<file path="config.mk">
export PLATFORM = sky130hd
export DESIGN_NAME = tmv_timer
export DESIGN_NICKNAME = d
export VERILOG_FILES = /design/src/core/tmv_pkg.sv /design/src/core/tmv_edge_if.sv /design/src/core/tmv_pin_sync.sv /design/src/core/tmv_timer.sv
export SDC_FILE = /design/constraint.sdc
export NUM_CORES = 1
export LEC_CHECK = 0
export BUFFER_PORTS_ARGS = -buffer_cell sky130_fd_sc_hd__buf_2
export CAP_MARGIN = 20
export CORE_ASPECT_RATIO = 0.6
export CORE_MARGIN = 2
export CORE_UTILIZATION = 46
export DETAILED_ROUTE_END_ITERATION = 7
export GPL_TIMING_DRIVEN = 0
export PLACE_DENSITY = 0.7
export SETUP_SLACK_MARGIN = 0.15
export SYNTH_ARGS = -nofsm -noshare
export SYNTH_HDL_FRONTEND = slang
export SYNTH_SLANG_ARGS = --single-unit
</file>
<file path="constraint.sdc">
create_clock -name aclk -period 4.05 [get_ports aclk]
set_clock_uncertainty 0.05 [all_clocks]
set_input_delay 0.2025 -clock aclk [delete_from_list [all_inputs] [get_ports aclk]]
set_output_delay 0.2025 -clock aclk [all_outputs]
set_load 0.005 [all_outputs]
</file>
<file path="src/core/tmv_pkg.sv">
// Constants and types shared by the compare timer files
`default_nettype none
package tmv_pkg;
   localparam int          AW           = 18;
   localparam int          DW           = 32;
   localparam int          PRESC_W      = 7;
   // Register indexes; byte address is four times the index
   localparam logic [15:0] IDX_CTRL0    = 16'hFFB8;
   localparam logic [15:0] IDX_STATUS   = 16'hFFB9;
   localparam logic [15:0] IDX_CMP_A    = 16'hFFBA;
   localparam logic [15:0] IDX_CMP_B    = 16'hFFBB;
   localparam logic [15:0] IDX_COUNT    = 16'hFFBC;
   localparam logic [15:0] IDX_CTRL1    = 16'hFFBD;
   // Reset values
   localparam logic [7:0]  CTRL0_RST    = 8'h00;
   localparam logic [7:0]  CMP_RST      = 8'hFF;
   localparam logic [7:0]  COUNT_RST    = 8'h00;
   localparam logic [7:0]  COUNT_MAX    = 8'hFF;
   localparam logic [3:0]  OS_RST       = 4'h0;
   localparam logic [1:0]  EDGE_RST     = 2'h0;
   localparam logic [7:0]  STATUS_FIX   = 8'h10;
   localparam logic [7:0]  CTRL1_FIX    = 8'hE2;
   // Field positions
   localparam int          BIT_IRQ_B    = 7;
   localparam int          BIT_IRQ_A    = 6;
   localparam int          BIT_IRQ_W    = 5;
   localparam int          BIT_FLAG_B   = 7;
   localparam int          BIT_FLAG_A   = 6;
   localparam int          BIT_FLAG_W   = 5;
   localparam int          BIT_TRIGGER_GATE_EN     = 2;
   localparam int          BIT_ICKS     = 0;
   // Field encodings
   localparam logic [1:0]  CLR_NONE     = 2'h0;
   localparam logic [1:0]  CLR_A        = 2'h1;
   localparam logic [1:0]  CLR_B        = 2'h2;
   localparam logic [1:0]  CLR_EXT      = 2'h3;
   localparam logic [2:0]  CKS_EXT_RISE = 3'h5;
   localparam logic [2:0]  CKS_EXT_FALL = 3'h6;
   localparam logic [2:0]  CKS_EXT_BOTH = 3'h7;
   localparam logic [1:0]  OS_LOW       = 2'h1;
   localparam logic [1:0]  OS_HIGH      = 2'h2;
   localparam logic [1:0]  OS_TOG       = 2'h3;
   localparam logic [1:0]  EDGE_RISE    = 2'h1;
   localparam logic [1:0]  EDGE_FALL    = 2'h2;
   localparam logic [1:0]  EDGE_BOTH    = 2'h3;
   localparam logic [1:0]  RESP_OKAY    = 2'h0;
   localparam logic [1:0]  RESP_SLVERR  = 2'h2;
   typedef enum logic [0:0] {
      TMV_RUN  = 1'b0,
      TMV_HALT = 1'b1
   } tmv_run_t;
endpackage : tmv_pkg
`default_nettype wire

</file>
<file path="src/core/tmv_edge_if.sv">
// Synchronised pin level with its edge pulses
`default_nettype none
interface tmv_edge_if;
   logic level;
   logic rise;
   logic fall;
   modport src (output level, output rise, output fall);
   modport dst (input level, input rise, input fall);
endinterface : tmv_edge_if
`default_nettype wire

</file>
<file path="src/core/tmv_pin_sync.sv">
// Two-stage pin synchroniser with edge detection
`default_nettype none
module tmv_pin_sync (
   // Clock and reset
   input  wire logic aclk,
   input  wire logic aresetn,
   // Pin and result
   input  wire logic pin,
   tmv_edge_if.src   edge_o
);
   logic meta;
   logic stable;
   logic prev;

   // Only the second stage and later feed edge logic
   always_ff @(posedge aclk) begin
      if (!aresetn) begin
         meta   <= 1'b0;
         stable <= 1'b0;
         prev   <= 1'b0;
      end else begin
         meta   <= pin;
         stable <= meta;
         prev   <= stable;
      end
   end

   assign edge_o.level = stable;
   assign edge_o.rise  = stable & ~prev;
   assign edge_o.fall  = ~stable & prev;
endmodule : tmv_pin_sync
`default_nettype wire

</file>
<file path="src/core/tmv_timer.sv">
// Eight-bit compare timer with AXI4-Lite register access
`default_nettype none
// Function
// - Eight-bit up-counter, readable and writable by software at any time.
// - Count clock source comes from the three-bit select field of control zero.
// - Wrap from all ones to zero sets the wrap flag.
// - Counter clears on reset and on low-power mode entry.
// - Compare A every cycle, skipped in the cycle compare A is written.
// - Match A sets its flag; interrupt raised when enabled.
// - Compare B behaves like compare A with its own flag and enable.
// - Both compare values load all ones on reset and low-power entry.
// - Control zero clears on reset and low-power entry.
// - Each interrupt gated by its enable bit seven, six or five.
// - Clear field: none, on match A, on match B.
// - With trigger gate on, clearing halts counting until a trigger edge.
// - With trigger gate off, counting continues right after a clear.
// - Wave output pin driven by compare matches per output select bits.
// - Flag bits cleared by writing zero, on reset and on low-power entry; software cannot set them.
// - External counter reset, count clock and start trigger inputs.
// - Extra select bit with the select field picks divide four to 128; external edge modes ignore it.
// - Clear field three clears on external reset rising edge.
// - Per-source keep, low, high, toggle; toggle beats high beats low.
// - Trigger edge field: off, rising, falling, both.
module tmv_timer
   import tmv_pkg::*;
(
   // Clock and reset
   input  wire logic          aclk,
   input  wire logic          aresetn,
   // Low-power mode entry pulses
   input  wire logic          standby_entry,
   input  wire logic          sleep_mode_entry,
   // AXI4-Lite write
   input  wire logic [AW-1:0] s_axi_awaddr,
   input  wire logic          s_axi_awvalid,
   output var  logic          s_axi_awready,
   input  wire logic [DW-1:0] s_axi_wdata,
   input  wire logic [3:0]    s_axi_wstrb,
   input  wire logic          s_axi_wvalid,
   output var  logic          s_axi_wready,
   output var  logic [1:0]    s_axi_bresp,
   output var  logic          s_axi_bvalid,
   input  wire logic          s_axi_bready,
   // AXI4-Lite read
   input  wire logic [AW-1:0] s_axi_araddr,
   input  wire logic          s_axi_arvalid,
   output var  logic          s_axi_arready,
   output var  logic [DW-1:0] s_axi_rdata,
   output var  logic [1:0]    s_axi_rresp,
   output var  logic          s_axi_rvalid,
   input  wire logic          s_axi_rready,
   // Timer pins
   input  wire logic          ext_count_clock_pin,
   input  wire logic          ext_counter_reset_pin,
   input  wire logic          start_trigger_pin,
   output var  logic          wave_out_pin,
   // Interrupt requests
   output var  logic          match_a_irq,
   output var  logic          match_b_irq,
   output var  logic          wrap_irq
);
   tmv_edge_if clk_e ();
   tmv_edge_if rst_e ();
   tmv_edge_if trg_e ();

   logic [7:0]         control_zero;
   logic [7:0]         compare_value_a;
   logic [7:0]         compare_value_b;
   logic [7:0]         count_value;
   logic [3:0]         out_sel;
   logic [1:0]         trig_edge;
   logic               trigger_gate_en;
   logic               clk_sel_extra;
   logic               match_a_flag;
   logic               match_b_flag;
   logic               wrap_flag;
   tmv_run_t           run_state;
   logic [PRESC_W-1:0] presc;
   logic               eq_a_q;
   logic               eq_b_q;
   logic               aw_hold;
   logic               w_hold;
   logic [15:0]        aw_idx;
   logic [7:0]         w_byte;
   logic               w_lane0;
   logic [15:0]        rd_idx;

   logic               low_power;
   logic               wr_go;
   logic               wr_hit;
   logic               wr_ctrl0;
   logic               wr_status;
   logic               wr_cmp_a;
   logic               wr_cmp_b;
   logic               wr_count;
   logic               wr_ctrl1;
   logic [DW-1:0]      rd_word;
   logic               rd_hit;
   logic [PRESC_W-1:0] next_presc;
   logic               int_tick;
   logic               ext_tick;
   logic               tick;
   logic               eq_a;
   logic               eq_b;
   logic               match_a;
   logic               match_b;
   logic               clear_evt;
   logic               trig_evt;
   logic               inc;
   logic               wrap;
   logic [7:0]         next_count;
   logic               next_wave;
   logic [1:0]         clear_sel;
   logic [2:0]         clk_sel;
   logic [2:0]         div_bit;

   // Pin synchronisers
   tmv_pin_sync u_clk_sync (
      .aclk    (aclk),
      .aresetn (aresetn),
      .pin     (ext_count_clock_pin),
      .edge_o  (clk_e)
   );
   tmv_pin_sync u_rst_sync (
      .aclk    (aclk),
      .aresetn (aresetn),
      .pin     (ext_counter_reset_pin),
      .edge_o  (rst_e)
   );
   tmv_pin_sync u_trg_sync (
      .aclk    (aclk),
      .aresetn (aresetn),
      .pin     (start_trigger_pin),
      .edge_o  (trg_e)
   );

   assign low_power = standby_entry | sleep_mode_entry;
   assign clear_sel = control_zero[4:3];
   assign clk_sel   = control_zero[2:0];

   // Register write strobes; only byte lane 0 carries register data
   assign wr_go     = aw_hold & w_hold & ~s_axi_bvalid;
   assign wr_hit    = (aw_idx >= IDX_CTRL0) && (aw_idx <= IDX_CTRL1);
   assign wr_ctrl0  = wr_go & w_lane0 & (aw_idx == IDX_CTRL0);
   assign wr_status = wr_go & w_lane0 & (aw_idx == IDX_STATUS);
   assign wr_cmp_a  = wr_go & w_lane0 & (aw_idx == IDX_CMP_A);
   assign wr_cmp_b  = wr_go & w_lane0 & (aw_idx == IDX_CMP_B);
   assign wr_count  = wr_go & w_lane0 & (aw_idx == IDX_COUNT);
   assign wr_ctrl1  = wr_go & w_lane0 & (aw_idx == IDX_CTRL1);

   // Read mux
   always_comb begin
      rd_word = '0;
      rd_hit  = 1'b1;
      if (rd_idx == IDX_CTRL0) begin
         rd_word[7:0] = control_zero;
      end else if (rd_idx == IDX_STATUS) begin
         rd_word[7:0] = STATUS_FIX | {match_b_flag, match_a_flag, wrap_flag, 1'b0, out_sel};
      end else if (rd_idx == IDX_CMP_A) begin
         rd_word[7:0] = compare_value_a;
      end else if (rd_idx == IDX_CMP_B) begin
         rd_word[7:0] = compare_value_b;
      end else if (rd_idx == IDX_COUNT) begin
         rd_word[7:0] = count_value;
      end else if (rd_idx == IDX_CTRL1) begin
         rd_word[7:0] = CTRL1_FIX | {3'h0, trig_edge, trigger_gate_en, 1'b0, clk_sel_extra};
      end else begin
         rd_hit = 1'b0;
      end
   end
   assign rd_idx = s_axi_araddr[AW-1:2];

   // Write address channel
   always_ff @(posedge aclk) begin
      if (!aresetn) begin
         s_axi_awready <= 1'b1;
         aw_hold       <= 1'b0;
         aw_idx        <= '0;
      end else if (s_axi_awvalid && s_axi_awready) begin
         s_axi_awready <= 1'b0;
         aw_hold       <= 1'b1;
         aw_idx        <= s_axi_awaddr[AW-1:2];
      end else if (wr_go) begin
         aw_hold <= 1'b0;
      end else if (s_axi_bvalid && s_axi_bready) begin
         s_axi_awready <= 1'b1;
      end
   end

   // Write data channel
   always_ff @(posedge aclk) begin
      if (!aresetn) begin
         s_axi_wready <= 1'b1;
         w_hold       <= 1'b0;
         w_byte       <= '0;
         w_lane0      <= 1'b0;
      end else if (s_axi_wvalid && s_axi_wready) begin
         s_axi_wready <= 1'b0;
         w_hold       <= 1'b1;
         w_byte       <= s_axi_wdata[7:0];
         w_lane0      <= s_axi_wstrb[0];
      end else if (wr_go) begin
         w_hold <= 1'b0;
      end else if (s_axi_bvalid && s_axi_bready) begin
         s_axi_wready <= 1'b1;
      end
   end

   // Write response
   always_ff @(posedge aclk) begin
      if (!aresetn) begin
         s_axi_bvalid <= 1'b0;
         s_axi_bresp  <= RESP_OKAY;
      end else if (wr_go) begin
         s_axi_bvalid <= 1'b1;
         s_axi_bresp  <= wr_hit ? RESP_OKAY : RESP_SLVERR;
      end else if (s_axi_bready) begin
         s_axi_bvalid <= 1'b0;
      end
   end

   // Read channel; data is sampled when the address is taken
   always_ff @(posedge aclk) begin
      if (!aresetn) begin
         s_axi_arready <= 1'b1;
         s_axi_rvalid  <= 1'b0;
         s_axi_rdata   <= '0;
         s_axi_rresp   <= RESP_OKAY;
      end else if (s_axi_arvalid && s_axi_arready) begin
         s_axi_arready <= 1'b0;
         s_axi_rvalid  <= 1'b1;
         s_axi_rdata   <= rd_word;
         s_axi_rresp   <= rd_hit ? RESP_OKAY : RESP_SLVERR;
      end else if (s_axi_rvalid && s_axi_rready) begin
         s_axi_rvalid  <= 1'b0;
         s_axi_arready <= 1'b1;
      end
   end

   // Prescaler: a divided clock falls when its bit goes from one to zero
   assign next_presc = presc + 1'b1;
   assign div_bit    = {clk_sel[1:0], clk_sel_extra} - 3'h1;
   assign int_tick   = ~clk_sel[2] & (clk_sel[1:0] != 2'h0)
                       & presc[div_bit] & ~next_presc[div_bit];
   always_comb begin
      ext_tick = 1'b0;
      if (clk_sel == CKS_EXT_RISE) begin
         ext_tick = clk_e.rise;
      end else if (clk_sel == CKS_EXT_FALL) begin
         ext_tick = clk_e.fall;
      end else if (clk_sel == CKS_EXT_BOTH) begin
         ext_tick = clk_e.rise | clk_e.fall;
      end
   end
   assign tick = int_tick | ext_tick;

   always_ff @(posedge aclk) begin
      if (!aresetn) begin
         presc <= '0;
      end else begin
         presc <= next_presc;
      end
   end

   // Compare; a match is counted once when equality begins
   assign eq_a    = (count_value == compare_value_a) & ~wr_cmp_a;
   assign eq_b    = (count_value == compare_value_b) & ~wr_cmp_b;
   assign match_a = eq_a & ~eq_a_q;
   assign match_b = eq_b & ~eq_b_q;

   always_ff @(posedge aclk) begin
      if (!aresetn) begin
         eq_a_q <= 1'b0;
         eq_b_q <= 1'b0;
      end else begin
         eq_a_q <= wr_cmp_a ? eq_a_q : eq_a;
         eq_b_q <= wr_cmp_b ? eq_b_q : eq_b;
      end
   end

   // Clear source select
   always_comb begin
      clear_evt = 1'b0;
      if (clear_sel == CLR_A) begin
         clear_evt = match_a;
      end else if (clear_sel == CLR_B) begin
         clear_evt = match_b;
      end else if (clear_sel == CLR_EXT) begin
         clear_evt = rst_e.rise;
      end
   end

   // Trigger edge select
   always_comb begin
      trig_evt = 1'b0;
      if (trig_edge == EDGE_RISE) begin
         trig_evt = trg_e.rise;
      end else if (trig_edge == EDGE_FALL) begin
         trig_evt = trg_e.fall;
      end else if (trig_edge == EDGE_BOTH) begin
         trig_evt = trg_e.rise | trg_e.fall;
      end
   end

   // Next count: software write, then clear, then increment
   assign inc = tick & (run_state == TMV_RUN);
   always_comb begin
      next_count = count_value;
      wrap       = 1'b0;
      if (wr_count) begin
         next_count = w_byte;
      end else if (clear_evt) begin
         next_count = COUNT_RST;
      end else if (inc) begin
         next_count = count_value + 8'h01;
         wrap       = (count_value == COUNT_MAX);
      end
   end

   always_ff @(posedge aclk) begin
      if (!aresetn || low_power) begin
         count_value <= COUNT_RST;
      end else begin
         count_value <= next_count;
      end
   end

   // Halt on clear while trigger gate is on; resume on a trigger edge
   always_ff @(posedge aclk) begin
      if (!aresetn || low_power) begin
         run_state <= TMV_RUN;
      end else begin
         case (run_state)
            TMV_RUN: begin
               if (clear_evt && trigger_gate_en) begin
                  run_state <= TMV_HALT;
               end
            end
            TMV_HALT: begin
               if (trig_evt) begin
                  run_state <= TMV_RUN;
               end
            end
            default: run_state <= TMV_RUN;
         endcase
      end
   end

   // Control and compare registers
   always_ff @(posedge aclk) begin
      if (!aresetn || low_power) begin
         control_zero    <= CTRL0_RST;
         compare_value_a <= CMP_RST;
         compare_value_b <= CMP_RST;
         out_sel         <= OS_RST;
      end else begin
         if (wr_ctrl0) begin
            control_zero <= w_byte;
         end
         if (wr_cmp_a) begin
            compare_value_a <= w_byte;
         end
         if (wr_cmp_b) begin
            compare_value_b <= w_byte;
         end
         if (wr_status) begin
            out_sel <= w_byte[3:0];
         end
      end
   end

   // Control one is left alone on standby entry
   always_ff @(posedge aclk) begin
      if (!aresetn || sleep_mode_entry) begin
         trig_edge       <= EDGE_RST;
         trigger_gate_en <= 1'b0;
         clk_sel_extra   <= 1'b0;
      end else if (wr_ctrl1) begin
         trig_edge       <= w_byte[4:3];
         trigger_gate_en <= w_byte[BIT_TRIGGER_GATE_EN];
         clk_sel_extra   <= w_byte[BIT_ICKS];
      end
   end

   // Flags: a zero write clears, a one write is ignored, a new event wins
   always_ff @(posedge aclk) begin
      if (!aresetn || low_power) begin
         match_a_flag <= 1'b0;
         match_b_flag <= 1'b0;
         wrap_flag    <= 1'b0;
      end else begin
         match_a_flag <= match_a
                         | (match_a_flag & ~(wr_status & ~w_byte[BIT_FLAG_A]));
         match_b_flag <= match_b
                         | (match_b_flag & ~(wr_status & ~w_byte[BIT_FLAG_B]));
         wrap_flag    <= wrap
                         | (wrap_flag & ~(wr_status & ~w_byte[BIT_FLAG_W]));
      end
   end

   // Interrupt requests follow the flags one cycle later
   always_ff @(posedge aclk) begin
      if (!aresetn) begin
         match_a_irq <= 1'b0;
         match_b_irq <= 1'b0;
         wrap_irq    <= 1'b0;
      end else begin
         match_a_irq <= match_a_flag & control_zero[BIT_IRQ_A];
         match_b_irq <= match_b_flag & control_zero[BIT_IRQ_B];
         wrap_irq    <= wrap_flag & control_zero[BIT_IRQ_W];
      end
   end

   // Wave output: toggle beats high beats low across both sources
   always_comb begin
      next_wave = wave_out_pin;
      if ((match_a && out_sel[1:0] == OS_TOG) || (match_b && out_sel[3:2] == OS_TOG)) begin
         next_wave = ~wave_out_pin;
      end else if ((match_a && out_sel[1:0] == OS_HIGH)
                   || (match_b && out_sel[3:2] == OS_HIGH)) begin
         next_wave = 1'b1;
      end else if ((match_a && out_sel[1:0] == OS_LOW)
                   || (match_b && out_sel[3:2] == OS_LOW)) begin
         next_wave = 1'b0;
      end
   end

   always_ff @(posedge aclk) begin
      if (!aresetn || low_power) begin
         wave_out_pin <= 1'b0;
      end else begin
         wave_out_pin <= next_wave;
      end
   end
endmodule : tmv_timer
`default_nettype wire

</file>
After elaboration in Yosys (flattened, before gate mapping):

Index checks and enable logic that the tools add are counted.

* register bits after elaboration: 110
* bits of input ports: 84
* output and inout bits: 45
* word-level logic and storage cells: 219

* add/sub/neg operators: 3
* magnitude comparators: 3
* equality and inequality tests: 32
* mux-type cells: 52
* bitwise logic cells: 58
* reduce and logical (&&, ||, !) cells: 30

Operators by type and width (count)
* 16-bit == test (second input constant): 12
* 8-bit two-way mux: 9
* 1-bit two-way mux: 38
* 1-bit bitwise AND: 31
* 1-bit NOT: 20
* 2-bit == test (second input constant): 8
* 8-bit == test: 2
* 16-bit >= comparator (second input constant): 1
* 16-bit <= comparator (second input constant): 1
* 2-bit nonzero test: 7
* 1-bit logical AND: 13
* 3-bit == test (second input constant): 3
* 8-bit by 1-bit adder with 8-bit output (second input constant): 1
* 2-bit by 1-bit == test with 1-bit output (second input constant): 4
* 8-bit == test (second input constant): 1
* 7-bit by 1-bit adder with 7-bit output (second input constant): 1
* 1-bit OR: 7
* 1-bit binary-select mux with 3-bit select: 2
* 3-bit nonzero test: 2
* 1-bit logical OR: 5
* 3-bit by 4-bit < comparator with 1-bit output (second input constant): 1
* 2-bit two-way mux: 2
* 2-bit by 1-bit != test with 1-bit output (second input constant): 2
* 2-bit AND reduction: 2
* other kinds (3): 3

Longest topological paths before layout:

* word-level depth: 12
* gate-level depth with buffers: 11

Cells and area by module:

A second synthesis with hierarchy kept.

* cells, all modules: 648
* area total of the unflattened synthesis: 5323.9 um^2

By module, submodules not included
* tmv_timer: instances 1, cells each 624, area an instance 5049.8 um^2
* tmv_pin_sync: instances 3, cells each 8, area an instance 91.3 um^2

Worst setup path after synthesis:

Ideal clock, no wire load.

* path kind: flip-flop to flip-flop
* start point: register clk_sel_extra
* end point: register count_value[4]
* library setup time: 0.115 ns
* arrival time: 2.122 ns
* path slack: 1.763 ns
* cell stages (with the launch flop): 12
* buffers on the path: 2
* cell sequence: dfxtp_1 -> buf_2 -> inv_1 -> ha_1 -> nor2b_1 -> o221ai_1 -> a32oi_1 -> a41o_1 -> a21oi_2 -> buf_6 -> a21oi_1 -> o21a_1

* cells in the longest elaborated chain, start to end: 8
* elaborated cells between the ends (all ways): 11

RTL lines
* from (decl): line tmv_timer.sv:73 `logic clk_sel_extra;`
* from (signal assigned): line tmv_timer.sv:381 `clk_sel_extra <= w_byte[BIT_ICKS];`
* 3-bit by 1-bit subtractor with 3-bit output *: line tmv_timer.sv:242 `assign div_bit = {clk_sel[1:0], clk_sel_extra} - 3'h1;`
* 1-bit binary-select mux with 3-bit select: line tmv_timer.sv:244 `& presc[div_bit] & ~next_presc[div_bit];`
* 1-bit two-way mux (not written as such): line tmv_timer.sv:244
* 1-bit bitwise AND / 1-bit NOT (equally long branches): line tmv_timer.sv:244
* 1-bit bitwise AND *: line tmv_timer.sv:244
* 1-bit OR *: line tmv_timer.sv:255 `assign tick = int_tick | ext_tick;`
* 1-bit bitwise AND *: line tmv_timer.sv:306 `assign inc = tick & (run_state == TMV_RUN);`
* 3-bit nonzero test (no line) *
* to (signal assigned): line tmv_timer.sv:324 `count_value <= next_count;`
* to (decl): line tmv_timer.sv:69 `logic [7:0] count_value;`

Mark *: on every way between the ends. The rest lies on a longest branch, timed or not. The select of a mux whose other input is x is not followed.
A chain may end at the register's enable or synchronous reset.

Final worst setup path:

Same ends and word-level chain as after synthesis.

==> impl_metrics.csv <==
group,metric,value,unit
floorplan,core,11300,µm²
timing,hold_viol_final,0,
power,p_per_area,357,nW/µm²
timing,max_slew.worst_pin.slew,0.946,ns
layout,synthToLayoutAreaGrowth,18.1,%
cts,numCtsBuffers,9,
synth,synth_commonest_cells,"nand2_1 (132), dfxtp_1 (108), a21oi_1 (46)",
cts,cts_setup_buffers,0,
cts,cts_tree,"built",
synth,synth.most_common_cell,"nand2_1",
timing,setup_viol,0,
setup_path,criticalPathCategory,"reg -> reg",
cts,path_clk_slew,0.07,ns
synth,synth_top_area_share,40.4,%
power,peakVddDrop,216,µV
synth,synth.area.top_cells,"dfxtp_1 (40%), nand2_1 (9.3%), a21boi_0 (4.6%), a21oi_1 (4.3%), buf_4 (3.8%)",
synth,synth_edf_count,0,
floorplan,start_util,47.3,%
floorplan,die_w,143,µm
layout,instances_no_fill,916,
timing,fin_setup_tns,0,ns
cts,clk_latency,0.35,ns
layout,antenna_cells,0,
setup_path,cp-start-kind,"register",
timing,post-route-period-util,70.5,%
grt,grt_pass1_wl,24.0,mm
synth,synth_xor_area_share,3.43,%
synth,yosysUniqueCellTypes,64,
setup_path,slowest_stage,"a21oi_2",
timing,fmax,350,MHz
setup_path,critPathMaxFanout,10,
place,hpwl,11.9,mm
route,vias,5044,
route,drt_first_iter_violations,490,
cts,clockBufferDepth,2,
timing,rsz0062_at_grt,"false",
grt,grt_pass1_vias,4527,
place,gp_congestion,0.955,
route,drt-total-wl,15.6,mm
synth,synth-simple-area-share,25.1,%
synth,synth-adder-area-share,1.64,%
synth,synth_top_family_by_area,"simple AND/OR/NAND/NOR gates",
power,power_leakage,0.00261,µW
layout,fill_cells,1079,
route,ant_nets,0,
synth,synth_mux_area_share,2.29,%
synth,syn_area,5360,µm²
route,dr.pass1.iters,5,
setup_path,r2r_setup_slack,1.20,ns
cts,h-tree-depth,3,
status,outcome,"complete, no violations",
setup_path,slowest_delay,0.45,ns
place,numPortBuffers,69,
grt,grt_max_degree,18,
timing,slew_violations,0,
setup_path,required,4.25,ns
timing,slew_headroom,36.4,%
synth,synth-compound-area-share,19.6,%
timing,period_needed,2.85,ns
setup_path,worstSetupEndpointType,"register",
synth,ys_seq_elements,108,
grt,grt_antenna_before_repair,0,
cts,cts_root_buf,"clkbuf_16",
setup_path,worst_ep_arrival_time,3.05,ns
route,drc,0,
synth,synthCells,646,
layout,final_net_count,842,
synth,ys_seq_area_share,40.4,%
synth,async_flop_share,0,%
run,max-cap-violations,0,
floorplan,rows,30,
grt,grt_use_total,25.2,%
hold_path,hold_class,"in -> reg",
cts,cts.repair.resized,0,
synth,synth.avg_cell_area,8.29,µm²
synth,ys_warn_count,0,
floorplan,die_area,12600,µm²
route,wl_per_cell,17.0,µm
cts,holdBufCountCts,0,
synth,yosysTopAreaCell,"dfxtp_1",
floorplan,pin_count,129,
synth,ys.flop_type,"dfxtp_1",
place,dp.cells,900,
grt,overflow,0,
floorplan,fp.dieH,87.6,µm
route,via_per_inst,5.51,
cts,cts_num_sinks,108,
setup_path,crit_chain,"buf_2 > inv_1 > ha_1 > nor2b_1 > o221ai_1 > a32oi_1 > a41o_1 > a21oi_2 > buf_6 > a21oi_1 > o21a_1",
layout,drive_gt1_share,18.8,%
==> logic make-up (layout without fill, tap and decap cells) <==
group / count (synthesis) / in the layout
xor gates and xnor gates: 21 / 21
adders and majority gates: 7 / 7
and+or+nand+nor: 269 / 269
AOI/OAI and AO/OA: 154 / 154
muxes: 12 / 12
DFF: 108 / 108
buffers and inverters: 74 / 159
other: 1 / 26
==> worst max-delay path: cells and delay by family (launching register included) <==
kind / cells / cell delay [ns]
flip-flops: 1 / 0.30
buffers and inverters: 3 / 0.53
adder cells (fa/ha/maj): 1 / 0.34
AO/OA/AOI/OAI: 6 / 1.36
AND/OR/NAND/NOR: 1 / 0.15
==> power by group <==
| part | switching [µW] | internal (µW) |
|---|---|---|
| clock network | 397 | 561 |
| logic | 96.6 | 75.4 |
| registers | 32.5 | 1090 |
==> cells in the final DEF (no fill, tap or decap), types with 6 or more instances in the layout <==
cell,instances
o31ai_2,6
nor2_1,13
nand2b_1,8
clkbuf_16,9
mux2i_1,10
nand2_1,132
buf_2,75
xnor2_1,10
nor2b_1,9
a21boi_0,33
clkbuf_1,25
ha_1,7
nand3_1,38
a21oi_1,46
and2_1,16
nor3_1,6
o21ai_0,23
conb_1,26
dfxtp_1,108
nand4_1,9
xor2_1,11
buf_4,27
and3_1,8
inv_1,12
==> area by class of cell <==
type | instances | area (µm²) | area share [%]
inverters | 12 | 45.0 | 0.712
clock buffers | 11 | 243 | 3.84
well taps | 160 | 200 | 3.17
clock inverters | 5 | 85.1 | 1.35
flip-flops and latches | 108 | 2160 | 34.2
repair buffers | 69 | 345 | 5.46
plain buffers | 62 | 357 | 5.64
multi-input cells | 489 | 2890 | 45.6
==> flip-flops by register name, summed over array words and instances, names as in the netlist, 7 cells and up <==
| name | flops |
|---|---|
| compare_value_a | 8 |
| s_axi_rdata | 8 |
| presc | 7 |
| count_value | 8 |
| aw_idx | 16 |
| compare_value_b | 8 |
| control_zero | 8 |
| w_byte | 8 |
==> routing by layer <==
metal	track usage [%]	up-vias	share of wire, %
met2	35.9	220	40
li1	-	2409	-
met1	38.2	2381	49
met3	6.29	34	8.9
met4	5.79	0	1.6
met5	0	-	0
==> final timing paths <==
check,endpoint,from,cells after the start
hold / removal,u_rst_sync.meta,ext_counter_reset_pin,2
hold reg to reg,u_trg_sync.edge_o.level,u_trg_sync.meta,1
setup reg to reg,count_value[4],clk_sel_extra,11
setup / recovery,count_value[4],clk_sel_extra,11
==> per-stage QoR <==
| stage | worst slack, ns | power, µW | util [%] | hold WS (ns) | cell area [µm²] |
|---|---|---|---|---|---|
| 2_1_floorplan | 1.76 | 1240 | - | 0.280 | 5450 |
| 5_1_grt | 1.03 | 2330 | 55.8 | 0.00416 | 6320 |
| 4_1_cts | 1.23 | 2260 | 55.8 | 0.000183 | 6320 |
| 3_5_place_dp | 1.30 | 1320 | 52.9 | 0.363 | 6000 |
| 6_report | 1.20 | 2260 | 55.8 | 0.00424 | 6320 |
| 3_3_place_gp | 1.33 | 1310 | 52.9 | 0.359 | 6000 |
Note: power is estimated with default switching activity, not from simulation.
